===== config.mk =====
export PLATFORM = sky130hd
export DESIGN_NAME = cond_jump_next_address
export DESIGN_NICKNAME = d
export VERILOG_FILES = /design/src/pkg/seq_jump_pkg.sv /design/src/hw/cond_jump_next_address.sv
export SDC_FILE = /design/constraint.sdc
export NUM_CORES = 2
export LEC_CHECK = 0
export ABC_AREA = 1
export BUFFER_PORTS_ARGS = -buffer_cell sky130_fd_sc_hd__buf_2
export CAP_MARGIN = 40
export CORE_MARGIN = 1.5
export CORE_UTILIZATION = 25
export CTS_CLUSTER_SIZE = 30
export DETAILED_ROUTE_END_ITERATION = 6
export PLACE_DENSITY = 0.45
export SYNTH_ARGS = -nofsm -noshare
export SYNTH_HDL_FRONTEND = slang
export SYNTH_SLANG_ARGS = --single-unit

===== constraint.sdc =====
create_clock -name mclk_in -period 9.5 [get_ports mclk_in]
set_input_delay 0.475 -clock mclk_in [delete_from_list [all_inputs] [get_ports mclk_in]]
set_output_delay 0.475 -clock mclk_in [all_outputs]
set_load 0.01 [all_outputs]

===== src/pkg/seq_jump_pkg.sv =====
// Purpose: constants for the conditional jump next-address block
// Assumes: 7-bit instruction word, 16-bit address and data
// Notes: opcode codes are the instruction's upper three bits, lower two bits or full seven bits
package seq_jump_pkg;
	localparam int ADDR_W = 16; // address and data width
	localparam int INSTR_W = 7; // instruction width
	localparam int STACK_DEPTH = 64; // internal ram words
	localparam int SUB_DEPTH = 16; // subroutine stack words
	localparam int NUM_CNT = 4; // event counters
	localparam logic [6:0] OP_REPEAT_FLAG_LOW = 7'h35; // 011 0101
	localparam logic [6:0] OP_REPEAT_FLAG_HIGH = 7'h15; // 001 0101
	localparam logic [2:0] GRP_REG_STACK = 3'h6; // 110 cc ii
	localparam logic [2:0] GRP_SKIP_RET = 3'h5; // 101 cc xx
	localparam logic [2:0] GRP_CALL = 3'h7; // 111 cc xx
	localparam logic [1:0] LOW_SKIP = 2'h1; // 101 cc 01
	localparam logic [1:0] LOW_RETURN = 2'h3; // 101 cc 11
	localparam logic [1:0] LOW_CALL_ABS = 2'h0; // 111 cc 00
	localparam logic [1:0] LOW_CALL_REL = 2'h2; // 111 cc 10
	localparam logic [1:0] COND_ALWAYS = 2'h0;
	localparam logic [1:0] COND_FLAG_LOW = 2'h1;
	localparam logic [1:0] COND_FLAG_HIGH = 2'h2;
	localparam logic [1:0] COND_SIGN = 2'h3;
	localparam logic [1:0] WIDTH_16 = 2'h0; // status_word[5:4] codes
	localparam logic [1:0] WIDTH_12 = 2'h1;
	localparam logic [1:0] WIDTH_8 = 2'h2;
	localparam int SIGN_BIT_POS = 1; // status_word sign bit
	localparam int WIDTH_LSB_POS = 4; // status_word width field
	localparam logic [15:0] STATUS_RESET = 16'h0000;
	localparam logic [15:0] ADDR_RESET = 16'h0000;
endpackage


===== src/hw/cond_jump_next_address.sv =====
// Purpose: next-address selection for conditional jumps, repeats, skips, calls, returns
// Assumes: inputs synchronous to mclk_in; the store returns instr_in for addr_out
// Notes: stack pointers, ram and counters are loaded through simple write ports
`timescale 1ns/10ps
`default_nettype none

module cond_jump_next_address
	import seq_jump_pkg::*;
#(
	parameter int AW = ADDR_W,
	parameter int RAM_WORDS = STACK_DEPTH,
	parameter int SS_WORDS = SUB_DEPTH
) (
	input wire logic mclk_in,
	input wire logic rst_n_in,
	input wire logic [INSTR_W-1:0] instr_in, // instruction from control store
	input wire logic [AW-1:0] data_in, // data port value
	input wire logic flag_in, // condition flag
	input wire logic use_local_in, // 1 selects local_stack_pointer
	input wire logic ptr_wr_in, // load selected pointer
	input wire logic [5:0] ptr_data_in,
	input wire logic ram_wr_in, // write internal ram word
	input wire logic [5:0] ram_addr_in,
	input wire logic cnt_wr_in, // load a counter
	input wire logic [1:0] cnt_idx_in,
	input wire logic [AW-1:0] cnt_data_in,
	input wire logic width_wr_in, // load offset width field
	input wire logic [1:0] width_in,
	output logic [AW-1:0] addr_out, // next microcode address
	output logic [AW-1:0] status_out, // status_word
	output logic [AW-1:0] cnt0_out // counter 0 for observation
);
	logic [AW-1:0] pc_q; // address of the executing instruction
	logic [AW-1:0] addr_d;
	logic [AW-1:0] status_q;
	logic [5:0] gsp_q; // global_stack_pointer
	logic [5:0] lsp_q; // local_stack_pointer
	logic [AW-1:0] ram_q [RAM_WORDS]; // register stack ram
	logic [AW-1:0] cnt_q [NUM_CNT]; // event counters
	logic [AW-1:0] ss_q [SS_WORDS]; // subroutine stack
	logic [$clog2(SS_WORDS)-1:0] ss_ptr_q; // next free slot
	logic [2:0] grp;
	logic [1:0] condition_field;
	logic [1:0] index_field;
	logic cond_true;
	logic cnt_sign;
	logic dec_cnt, do_push, do_pop, capture_sign;
	logic [AW-1:0] pc_inc;
	logic [5:0] ram_ptr;
	localparam int SSP_W = $clog2(SS_WORDS); // subroutine pointer width, wraps silently

	// sign-extend the data offset to the selected width
	function automatic logic [AW-1:0] sext_offset(input logic [AW-1:0] d, input logic [1:0] w);
		logic [AW-1:0] r;
		r = d;
		unique case (w)
			WIDTH_12: r = {{(AW-12){d[11]}}, d[11:0]};
			WIDTH_8: r = {{(AW-8){d[7]}}, d[7:0]};
			default: r = d; // 16-bit and reserved code
		endcase
		return r;
	endfunction

	assign grp = instr_in[6:4];
	assign condition_field = instr_in[3:2];
	assign index_field = instr_in[1:0];
	assign pc_inc = pc_q + AW'(1);
	assign cnt_sign = cnt_q[index_field][AW-1];
	assign ram_ptr = (use_local_in ? lsp_q : gsp_q) + {4'h0, index_field};

	// condition decode; sign comes from status bit one here
	always_comb begin
		unique case (condition_field)
			COND_ALWAYS: cond_true = 1'b1;
			COND_FLAG_LOW: cond_true = !flag_in;
			COND_FLAG_HIGH: cond_true = flag_in;
			default: cond_true = status_q[SIGN_BIT_POS];
		endcase
	end

	// next-address mux; anything not decoded here just advances
	always_comb begin
		addr_d = pc_inc;
		dec_cnt = 1'b0;
		do_push = 1'b0;
		do_pop = 1'b0;
		capture_sign = 1'b0;
		if (instr_in == OP_REPEAT_FLAG_LOW) begin
			if (!flag_in) addr_d = pc_q;
		end else if (instr_in == OP_REPEAT_FLAG_HIGH) begin
			if (flag_in) addr_d = pc_q;
		end else if (grp == GRP_REG_STACK) begin
			if (condition_field == COND_SIGN) begin
				dec_cnt = 1'b1;
				capture_sign = 1'b1;
				if (cnt_sign) addr_d = ram_q[ram_ptr];
			end else if (cond_true) begin
				addr_d = ram_q[ram_ptr];
			end
		end else if (grp == GRP_SKIP_RET && cond_true) begin
			if (index_field == LOW_SKIP) addr_d = pc_q + AW'(2);
			if (index_field == LOW_RETURN) begin
				addr_d = ss_q[ss_ptr_q - SSP_W'(1)];
				do_pop = 1'b1;
			end
		end else if (grp == GRP_CALL && cond_true) begin
			if (index_field == LOW_CALL_ABS) begin
				addr_d = data_in;
				do_push = 1'b1;
			end
			if (index_field == LOW_CALL_REL) begin
				addr_d = pc_inc + sext_offset(data_in, status_q[WIDTH_LSB_POS+:2]);
				do_push = 1'b1;
			end
		end
	end

	// program counter and address output register
	always_ff @(posedge mclk_in) begin
		if (!rst_n_in) begin
			pc_q <= ADDR_RESET;
			addr_out <= ADDR_RESET;
		end else begin
			pc_q <= addr_d;
			addr_out <= addr_d;
		end
	end

	// status word: width field and captured counter sign
	always_ff @(posedge mclk_in) begin
		if (!rst_n_in) begin
			status_q <= STATUS_RESET;
			status_out <= STATUS_RESET;
		end else begin
			if (capture_sign) status_q[SIGN_BIT_POS] <= cnt_sign;
			if (width_wr_in) status_q[WIDTH_LSB_POS+:2] <= width_in;
			status_out <= status_q;
		end
	end

	// stack pointers
	always_ff @(posedge mclk_in) begin
		if (!rst_n_in) begin
			gsp_q <= 6'h00;
			lsp_q <= 6'h00;
		end else if (ptr_wr_in) begin
			if (use_local_in) lsp_q <= ptr_data_in;
			else gsp_q <= ptr_data_in;
		end
	end

	// register stack ram; contents not reset
	always_ff @(posedge mclk_in) begin
		if (ram_wr_in) ram_q[ram_addr_in] <= data_in;
	end

	// counters; decrement wins over a load on the same index
	always_ff @(posedge mclk_in) begin
		if (!rst_n_in) begin
			for (int i = 0; i < NUM_CNT; i++) cnt_q[i] <= '0;
			cnt0_out <= '0;
		end else begin
			if (cnt_wr_in) cnt_q[cnt_idx_in] <= cnt_data_in;
			if (dec_cnt) cnt_q[index_field] <= cnt_q[index_field] - AW'(1);
			cnt0_out <= cnt_q[0];
		end
	end

	// subroutine stack push and pop
	always_ff @(posedge mclk_in) begin
		if (!rst_n_in) begin
			ss_ptr_q <= '0;
		end else if (do_push) begin
			ss_q[ss_ptr_q] <= pc_inc;
			ss_ptr_q <= ss_ptr_q + SSP_W'(1);
		end else if (do_pop) begin
			ss_ptr_q <= ss_ptr_q - SSP_W'(1);
		end
	end

	// assertions
	repeat_low_a: assert property (@(posedge mclk_in) disable iff (!rst_n_in)
		instr_in == OP_REPEAT_FLAG_LOW && !flag_in |=> addr_out == $past(pc_q))
		else $error("repeat on flag low did not hold pc");
	repeat_high_a: assert property (@(posedge mclk_in) disable iff (!rst_n_in)
		instr_in == OP_REPEAT_FLAG_HIGH && flag_in |=> addr_out == $past(pc_q))
		else $error("repeat on flag high did not hold pc");
	skip_two_a: assert property (@(posedge mclk_in) disable iff (!rst_n_in)
		grp == GRP_SKIP_RET && index_field == LOW_SKIP && cond_true
		|=> addr_out == $past(pc_q) + 16'h0002)
		else $error("skip did not give pc plus two");
	false_cond_a: assert property (@(posedge mclk_in) disable iff (!rst_n_in)
		(grp == GRP_CALL || grp == GRP_SKIP_RET) && !cond_true
		|=> addr_out == $past(pc_q) + 16'h0001 && $stable(ss_ptr_q))
		else $error("false condition did not advance by one");
	call_push_a: assert property (@(posedge mclk_in) disable iff (!rst_n_in)
		grp == GRP_CALL && index_field == LOW_CALL_ABS && cond_true
		|=> addr_out == $past(data_in) && ss_ptr_q == $past(ss_ptr_q) + SSP_W'(1))
		else $error("absolute call wrong");
	call_ret_a: assert property (@(posedge mclk_in) disable iff (!rst_n_in)
		grp == GRP_CALL && index_field == LOW_CALL_ABS && cond_true ##1
		grp == GRP_SKIP_RET && index_field == LOW_RETURN && cond_true
		|=> addr_out == $past(pc_q, 2) + 16'h0001)
		else $error("return did not restore call address");
	sign_copy_a: assert property (@(posedge mclk_in) disable iff (!rst_n_in)
		grp == GRP_REG_STACK && condition_field == COND_SIGN
		|=> status_q[SIGN_BIT_POS] == $past(cnt_sign))
		else $error("counter sign not captured");
	cnt_dec_a: assert property (@(posedge mclk_in) disable iff (!rst_n_in)
		grp == GRP_REG_STACK && condition_field == COND_SIGN && !cnt_wr_in
		|=> cnt_q[$past(index_field)] == $past(cnt_q[index_field]) - AW'(1))
		else $error("counter not decremented");
	rel_call_a: assert property (@(posedge mclk_in) disable iff (!rst_n_in)
		grp == GRP_CALL && index_field == LOW_CALL_REL && cond_true
		&& status_q[WIDTH_LSB_POS+:2] == WIDTH_8
		|=> addr_out == $past(pc_q) + 16'h0001 + {{8{$past(data_in[7])}}, $past(data_in[7:0])})
		else $error("relative call offset wrong");
	cover_repeat_c: cover property (@(posedge mclk_in) instr_in == OP_REPEAT_FLAG_LOW && !flag_in);
	cover_call_c: cover property (@(posedge mclk_in) do_push ##[1:4] do_pop);
	cover_sign_c: cover property (@(posedge mclk_in) dec_cnt && cnt_sign);
endmodule
`default_nettype wire


# Yosys cells after proc, flatten, opt, wreduce, memory -nomap -nowiden

Memories as Yosys holds them, arrays and structs flattened. A register that Yosys moved wholly into a read port is not among the register bits.
Cells that the tools add are included.

Register bits: 38
Latch bits: 0
Bits in writable memories: 1,344
Memory bits (read-only): 0
Output and inout bits: 48
Logic and storage cells: 104
Memories: 3

Memory list:

| memory | words | width | rd ports | clocked after memory_dff | wr ports | RTL line                     | RTL |
|---|---|---|---|---|---|---|---|
| ram_q  | 64    | 16    | 1        | 0                        | 1        | cond_jump_next_address.sv:38 | `logic [AW-1:0] ram_q [RAM_WORDS];` |
| ss_q   | 16    | 16    | 1        | 0                        | 1        | cond_jump_next_address.sv:40 | `logic [AW-1:0] ss_q [SS_WORDS];` |
| cnt_q  | 4     | 16    | 2        | 1                        | 4        | cond_jump_next_address.sv:39 | `logic [AW-1:0] cnt_q [NUM_CNT];` |

$add $sub $neg: 7
$mul: 0
Divide/modulo/power cells: 0
Order comparisons: 0
Equal/unequal tests: 15
Shifts and indexed selects: 0
Muxes and demuxes: 59
Bitwise operators: 1
Reduce and logical (&&, ||, !) cells: 12

Operator list:

| operator                | number |
|---|---|
| $mux W16                | 22 |
| $pmux W16 S2            | 1 |
| $reduce_or A16 Y1       | 2 |
| $mux W1                 | 30 |
| $add A16 B1 Y16 const B | 1 |
| $add A16 B16 Y16        | 1 |
| $add A16 B2 Y16 const B | 1 |
| $sub A16 B1 Y16 const B | 1 |
| $eq A2 B2 Y1 const B    | 5 |
| $eq A3 B3 Y1 const B    | 3 |
| $mux W4                 | 2 |
| $eq A7 B5 Y1 const B    | 1 |
| $eq A7 B6 Y1 const B    | 1 |
| $add A6 B2 Y6           | 1 |
| $eq A2 B1 Y1 const B    | 3 |
| $mux W6                 | 1 |
| $reduce_and A2 Y1       | 3 |
| $add A4 B1 Y4 const B   | 1 |
| $logic_not A2 Y1        | 2 |
| $mux W2                 | 2 |
| $sub A4 B1 Y4 const B   | 1 |
| $ne A3 B3 Y1 const B    | 1 |
| $pmux W1 S3             | 1 |
| $logic_and A1 B1 Y1     | 2 |
| 4 further kinds         | 5 |

# Depth between registers and ports, before layout

Depth in word-level cells: 15
Depth in mapped cells: 24

# Worst setup path before layout

Ideal clock, no wire load.

Path kind: reg2reg
Start: register pc_q[2]
End: register pc_q[14]
Library setup time: 132 ps
Arrival: 3,207 ps
Data required time: 9,368 ps
Path slack: 6,161 ps
Stages on the path, launching flop included: 21
Buffers on the path: 0
Clock period less this slack: 3,339 ps
Path through: dfxtp_1 -> ha_1 -> inv_1 -> nor2_1 -> nand2_1 -> nor2_1 -> nand2_1 -> xor2_1 -> o21ai_1 -> ha_1 -> nand2_1 -> nor2_1 -> a211oi_1 -> a21boi_1 -> nand2_1 -> nand2_1 -> o21ai_1 -> nand2_1 -> nand3_1 -> nand2_1 -> a21oi_1

Longest elaborated chain between the ends: 8
Elaborated cells between the ends (all ways): 17

RTL lines:

| what                     | RTL line                      | RTL |
|---|---|---|
| start: declaration       | cond_jump_next_address.sv:33  | `logic [AW-1:0] pc_q;` |
| start signal: assignment | cond_jump_next_address.sv:124 | `pc_q <= addr_d;` |
| $add A16 B1 Y16          | cond_jump_next_address.sv:67  | `assign pc_inc = pc_q + AW'(1);` |
| via pc_inc[13]           | cond_jump_next_address.sv:48  | `logic [AW-1:0] pc_inc;` |
| $add A16 B16 Y16         | cond_jump_next_address.sv:112 | `addr_d = pc_inc + sext_offset(data_in, status_q[WIDTH_LSB_POS+:2]);` |
| $mux W16                 | cond_jump_next_address.sv:111 | `if (index_field == LOW_CALL_REL) begin` |
| $mux W16                 | cond_jump_next_address.sv:106 | `end else if (grp == GRP_CALL && cond_true) begin` |
| $mux W16                 | cond_jump_next_address.sv:100 | `end else if (grp == GRP_SKIP_RET && cond_true) begin` |
| $mux W16                 | cond_jump_next_address.sv:92  | `end else if (grp == GRP_REG_STACK) begin` |
| $mux W16                 | cond_jump_next_address.sv:90  | `end else if (instr_in == OP_REPEAT_FLAG_HIGH) begin` |
| $mux W16                 | cond_jump_next_address.sv:88  | `if (instr_in == OP_REPEAT_FLAG_LOW) begin` |

The timed path passes the listed nets, and every way through them passes these cells. The select of a mux whose other input is x is not followed.
A chain may end at the register's enable or synchronous reset.

# Final worst setup path

Start: register lsp_q[0]
End: register pc_q[9]

Longest elaborated chain between the ends: 8
Elaborated cells between the ends (all ways): 9

RTL lines:

| what                               | RTL line                                                   | RTL |
|---|---|---|
| start: declaration                 | cond_jump_next_address.sv:37                               | `logic [5:0] lsp_q;` |
| start signal: assignment           | cond_jump_next_address.sv:147                              | `if (use_local_in) lsp_q <= ptr_data_in;` |
| $mux W6 (*)                        | cond_jump_next_address.sv:69                               | `assign ram_ptr = (use_local_in ? lsp_q : gsp_q) + {4'h0, index_field};` |
| $add A6 B2 Y6 (*)                  | cond_jump_next_address.sv:69                               |  |
| $mem_v2 Z64 W16 (*)                | --                                                         |  |
| $mux W16, on equally long branches | cond_jump_next_address.sv:97, cond_jump_next_address.sv:96 |  |
| $mux W16 (*)                       | cond_jump_next_address.sv:93                               | `if (condition_field == COND_SIGN) begin` |
| $mux W16 (*)                       | cond_jump_next_address.sv:92                               |  |
| $mux W16 (*)                       | cond_jump_next_address.sv:90                               |  |
| $mux W16 (*)                       | cond_jump_next_address.sv:88                               |  |

Every way passes the cells marked *; elsewhere a longest branch is shown, timed or not.

==> impl_metrics.csv <==
group,metric,value,unit
run_status,outcome,"completed",
drt,routed_via_density,4.854,
synthesis,syn_area,58780,sq um
cts,clock-sinks,1398,
synthesis,synthMuxAreaShare,0.0003406,
min_path,whs_path_depth,3,
cts,clock_path_buffers,3,
worst_setup_path,critPathLaunchType,"register",
cts,cts_setup_buffers,0,
synthesis,yosysMostFrequentCell,"edfxtp_1",
layout,fill_cells,23750,
layout,nets,5118,
flow_run,cap_violations,0,
timing,final.period_utilization,0.5240,
power,powerDensity,212.7,nW/um^2
synthesis,avgSynthCellArea,11.97,sq um
cts,cts_tree,"yes",
worst_setup_path,cp_data_required_time,10.24,ns
die,die_area,238000,sq um
timing,tns,0,ns
synthesis,synth_top_area_frac,0.6866,
layout,final_util,0.2933,
drt,drt_iter0_drc,4070,
worst_setup_path,r2r_slack,4.52,ns
timing,whs,0.08056,ns
global_routing,antenna_found_initial,12,
synthesis,synth_edf_count,1344,
synthesis,synth_xor_xnor_area_share,0.005492,
drt,totalWireLength,194100,um
synthesis,synth_top_cells_by_count,"1344 x edfxtp_1, 932 x nor2_1, 798 x o21ai_0",
die,fp.dieH,487.9,um
cts,cts_made_buffers,156,
drt,drcViolationCount,0,
die,start_util,0.2521,
timing,fmax,200.9,MHz
drt,vias,40212,
synthesis,synth_fa_ha_area_frac,0.006216,
global_routing,grt_pass1_wl,279000,um
cts,cts_resized,0,
cts,htree_levels,4,
synthesis,synth_area_leaders,"edfxtp_1 69%, o21ai_0 6.8%, nor2_1 6.0%",
synthesis,synth_top_area_cell,"edfxtp_1",
synthesis,async_flop_share,0,
synthesis,synth-simple-area-share,0.1005,
placed_design,hpwl,113700,um
global_routing,grt_max_degree,167,
synthesis,synth_compound_area_frac,0.1446,
global_routing,gr-usage-all-layers,0.1591,
power,peakVddDrop,199.9,uV
min_path,hp-start,"cnt_data_in[7]",
layout,area_growth,16.37,%
die,pin_count,111,
timing,fin_worst_skew,0.04542,ns
timing,setup_violations,0,
worst_setup_path,regToRegStartpoint,"lsp_q[0]",
synthesis,synth_seq_area_share,0.7050,
global_routing,grt_overflow_total,0,
drt,ant_nets,0,
placed_design,gp_congestion,0.8706,
worst_setup_path,cp.arrival,5.72,ns
synthesis,synthCells,4910,
layout,drive_gt1_frac,0.1097,
power,p_leak,0.02257,uW
min_path,hold_class,"input port to register",
min_path,whs_endpoint,"cnt_q[1][7]",
synthesis,synth_top_family_by_area,"compound AO/OA/AOI/OAI gates",
drt,drt-pass1-iter-count,5,
cts,postCtsHoldBufs,11,
timing,hold_violations,0,
placed_design,port_buffers,97,
synthesis,synth.ff_latch_count,1398,
synthesis,synth_cell_types,58,
cts,insertion_delay,0.80,ns
die,dieWidth,487.9,um
worst_setup_path,path_class,"register to register",
worst_setup_path,rr_endpoint,"pc_q[9]",
timing,max_slew_margin,0.3602,
worst_setup_path,cp-end-kind,"register",
timing,period_needed,4.978,ns
timing,maxSlewViolCount,0,
drt,wl_per_cell,23.43,um
die,fp-row-count,177,
cts,clk_pin_slew,0.06,ns
synthesis,yosys_warnings,0,
worst_setup_path,rr_worst_depth,18,
global_routing,grt_pass1_vias,38562,
timing,grt_setup_unrepaired,"false",
cts,cts_root_buf,"clkbuf_16",
timing,tightest_slew,0.9586,ns
synthesis,synth_ff_type,"edfxtp_1",
die,core,233200,sq um
worst_setup_path,crit_fanout,122,
==> report_power, final <==
group          leakage [uW]  total [uW]  internal (uW)  switching (uW)
sequential           0.0127        6870           6830            35.1
combinational       0.00749        1860            484            1370
clock               0.00235        5820           3250            2570
total                0.0226       14600          10600            3980
==> through the flow <==
stage	setup WS, ns	cells	area (sq um)	power [uW]
2_1_floorplan	6.161	4922	58830	8072
3_3_place_gp	4.078	7974	63180	8852
3_5_place_dp	4.052	7990	63450	8867
4_1_cts	4.581	8282	68400	14690
5_1_grt	4.279	8284	68400	15050
6_report	4.522	8285	68400	14550
==> worst max path at each step <==
stage | start | endpoint | slack [ns] | cells after the start
after floorplan | pc_q[2] | pc_q[14] | 6.16 | 20
after global placement | instr_in[0] | pc_q[9] | 4.08 | 17
after detailed placement | instr_in[0] | pc_q[9] | 4.05 | 17
after CTS | lsp_q[0] | pc_q[9] | 4.58 | 18
after global routing | lsp_q[0] | pc_q[10] | 4.28 | 18
final | lsp_q[0] | pc_q[9] | 4.52 | 18
==> cells by family (layout without fill, tap and decap cells) <==
group / after synthesis / in the layout
buffers and inverters: 530 / 758
XOR/XNOR: 33 / 33
AO/OA/AOI/OAI: 1451 / 1451
multiplexers: 2 / 2
adder cells (fa/ha/maj): 28 / 28
other: 1 / 16
AND/OR/NAND/NOR: 1467 / 1467
flip-flops: 1398 / 1398
==> layer usage <==
layer  vias to the layer above  part of all wire  track usage
li1                      18333                 -            -
met1                     20370              0.45       0.2215
met2                      1227              0.47       0.2537
met3                       280             0.056      0.02548
met4                         2             0.026      0.04670
met5                         -          0.000057            0
==> cell usage in the layout (no fill, tap or decap), drive strengths merged, types with 7 or more instances in the layout <==
cell type and instances:
edfxtp 1344, a21oi 71, nor4 8, o221ai 50, dlygate4sd3 11, o21ai 813
nor2 941, nand2 310, nand4 19, clkinv 70, o211ai 171, a221oi 14
xnor2 9, inv 204, clkbuf 200, nand3 166, conb 13, nor3 12
ha 26, o22ai 288, dfxtp 54, buf 266, bufinv 7, xor2 24
a22oi 17
==> flip-flops by register name, summed over array words and instances, names as in the netlist <==
signal,count
ram_q,1024
ss_q,256
cnt_q,64
cnt0_out,16
pc_q,16
gsp_q,6
lsp_q,6
ss_ptr_q,4
status_out,3
status_q,3
==> cell type report <==
class	instances	area (sq um)	share of cell area
Timing Repair Buffer	277	2105	0.03077
Antenna cell	3	7.507	0.0001097
Sequential cell	1398	41440	0.6059
Inverter	200	772.0	0.01129
Tap cell	3132	3919	0.05729
Clock inverter	81	749.5	0.01096
Multi-Input combinational cell	2994	15320	0.2239
Clock buffer	200	4089	0.05978
==> critical path, cell delays in order (launching register included) <==
cell and delay (ns):
dfxtp_1 0.31, nand2_1 0.06, nand2_1 0.09, ha_4 0.17, fa_4 0.92, inv_8 0.67, buf_4 0.63, o21ai_0 0.21
o22ai_1 0.19, nor2_1 0.06, o211ai_1 0.59, nand3_1 0.32, nand3_1 0.14, nand2_1 0.06, nand2_1 0.07, nand2_1 0.06
nand2_1 0.06, nand2_1 0.06, a21oi_1 0.12
(Power assumes the default switching activity.)
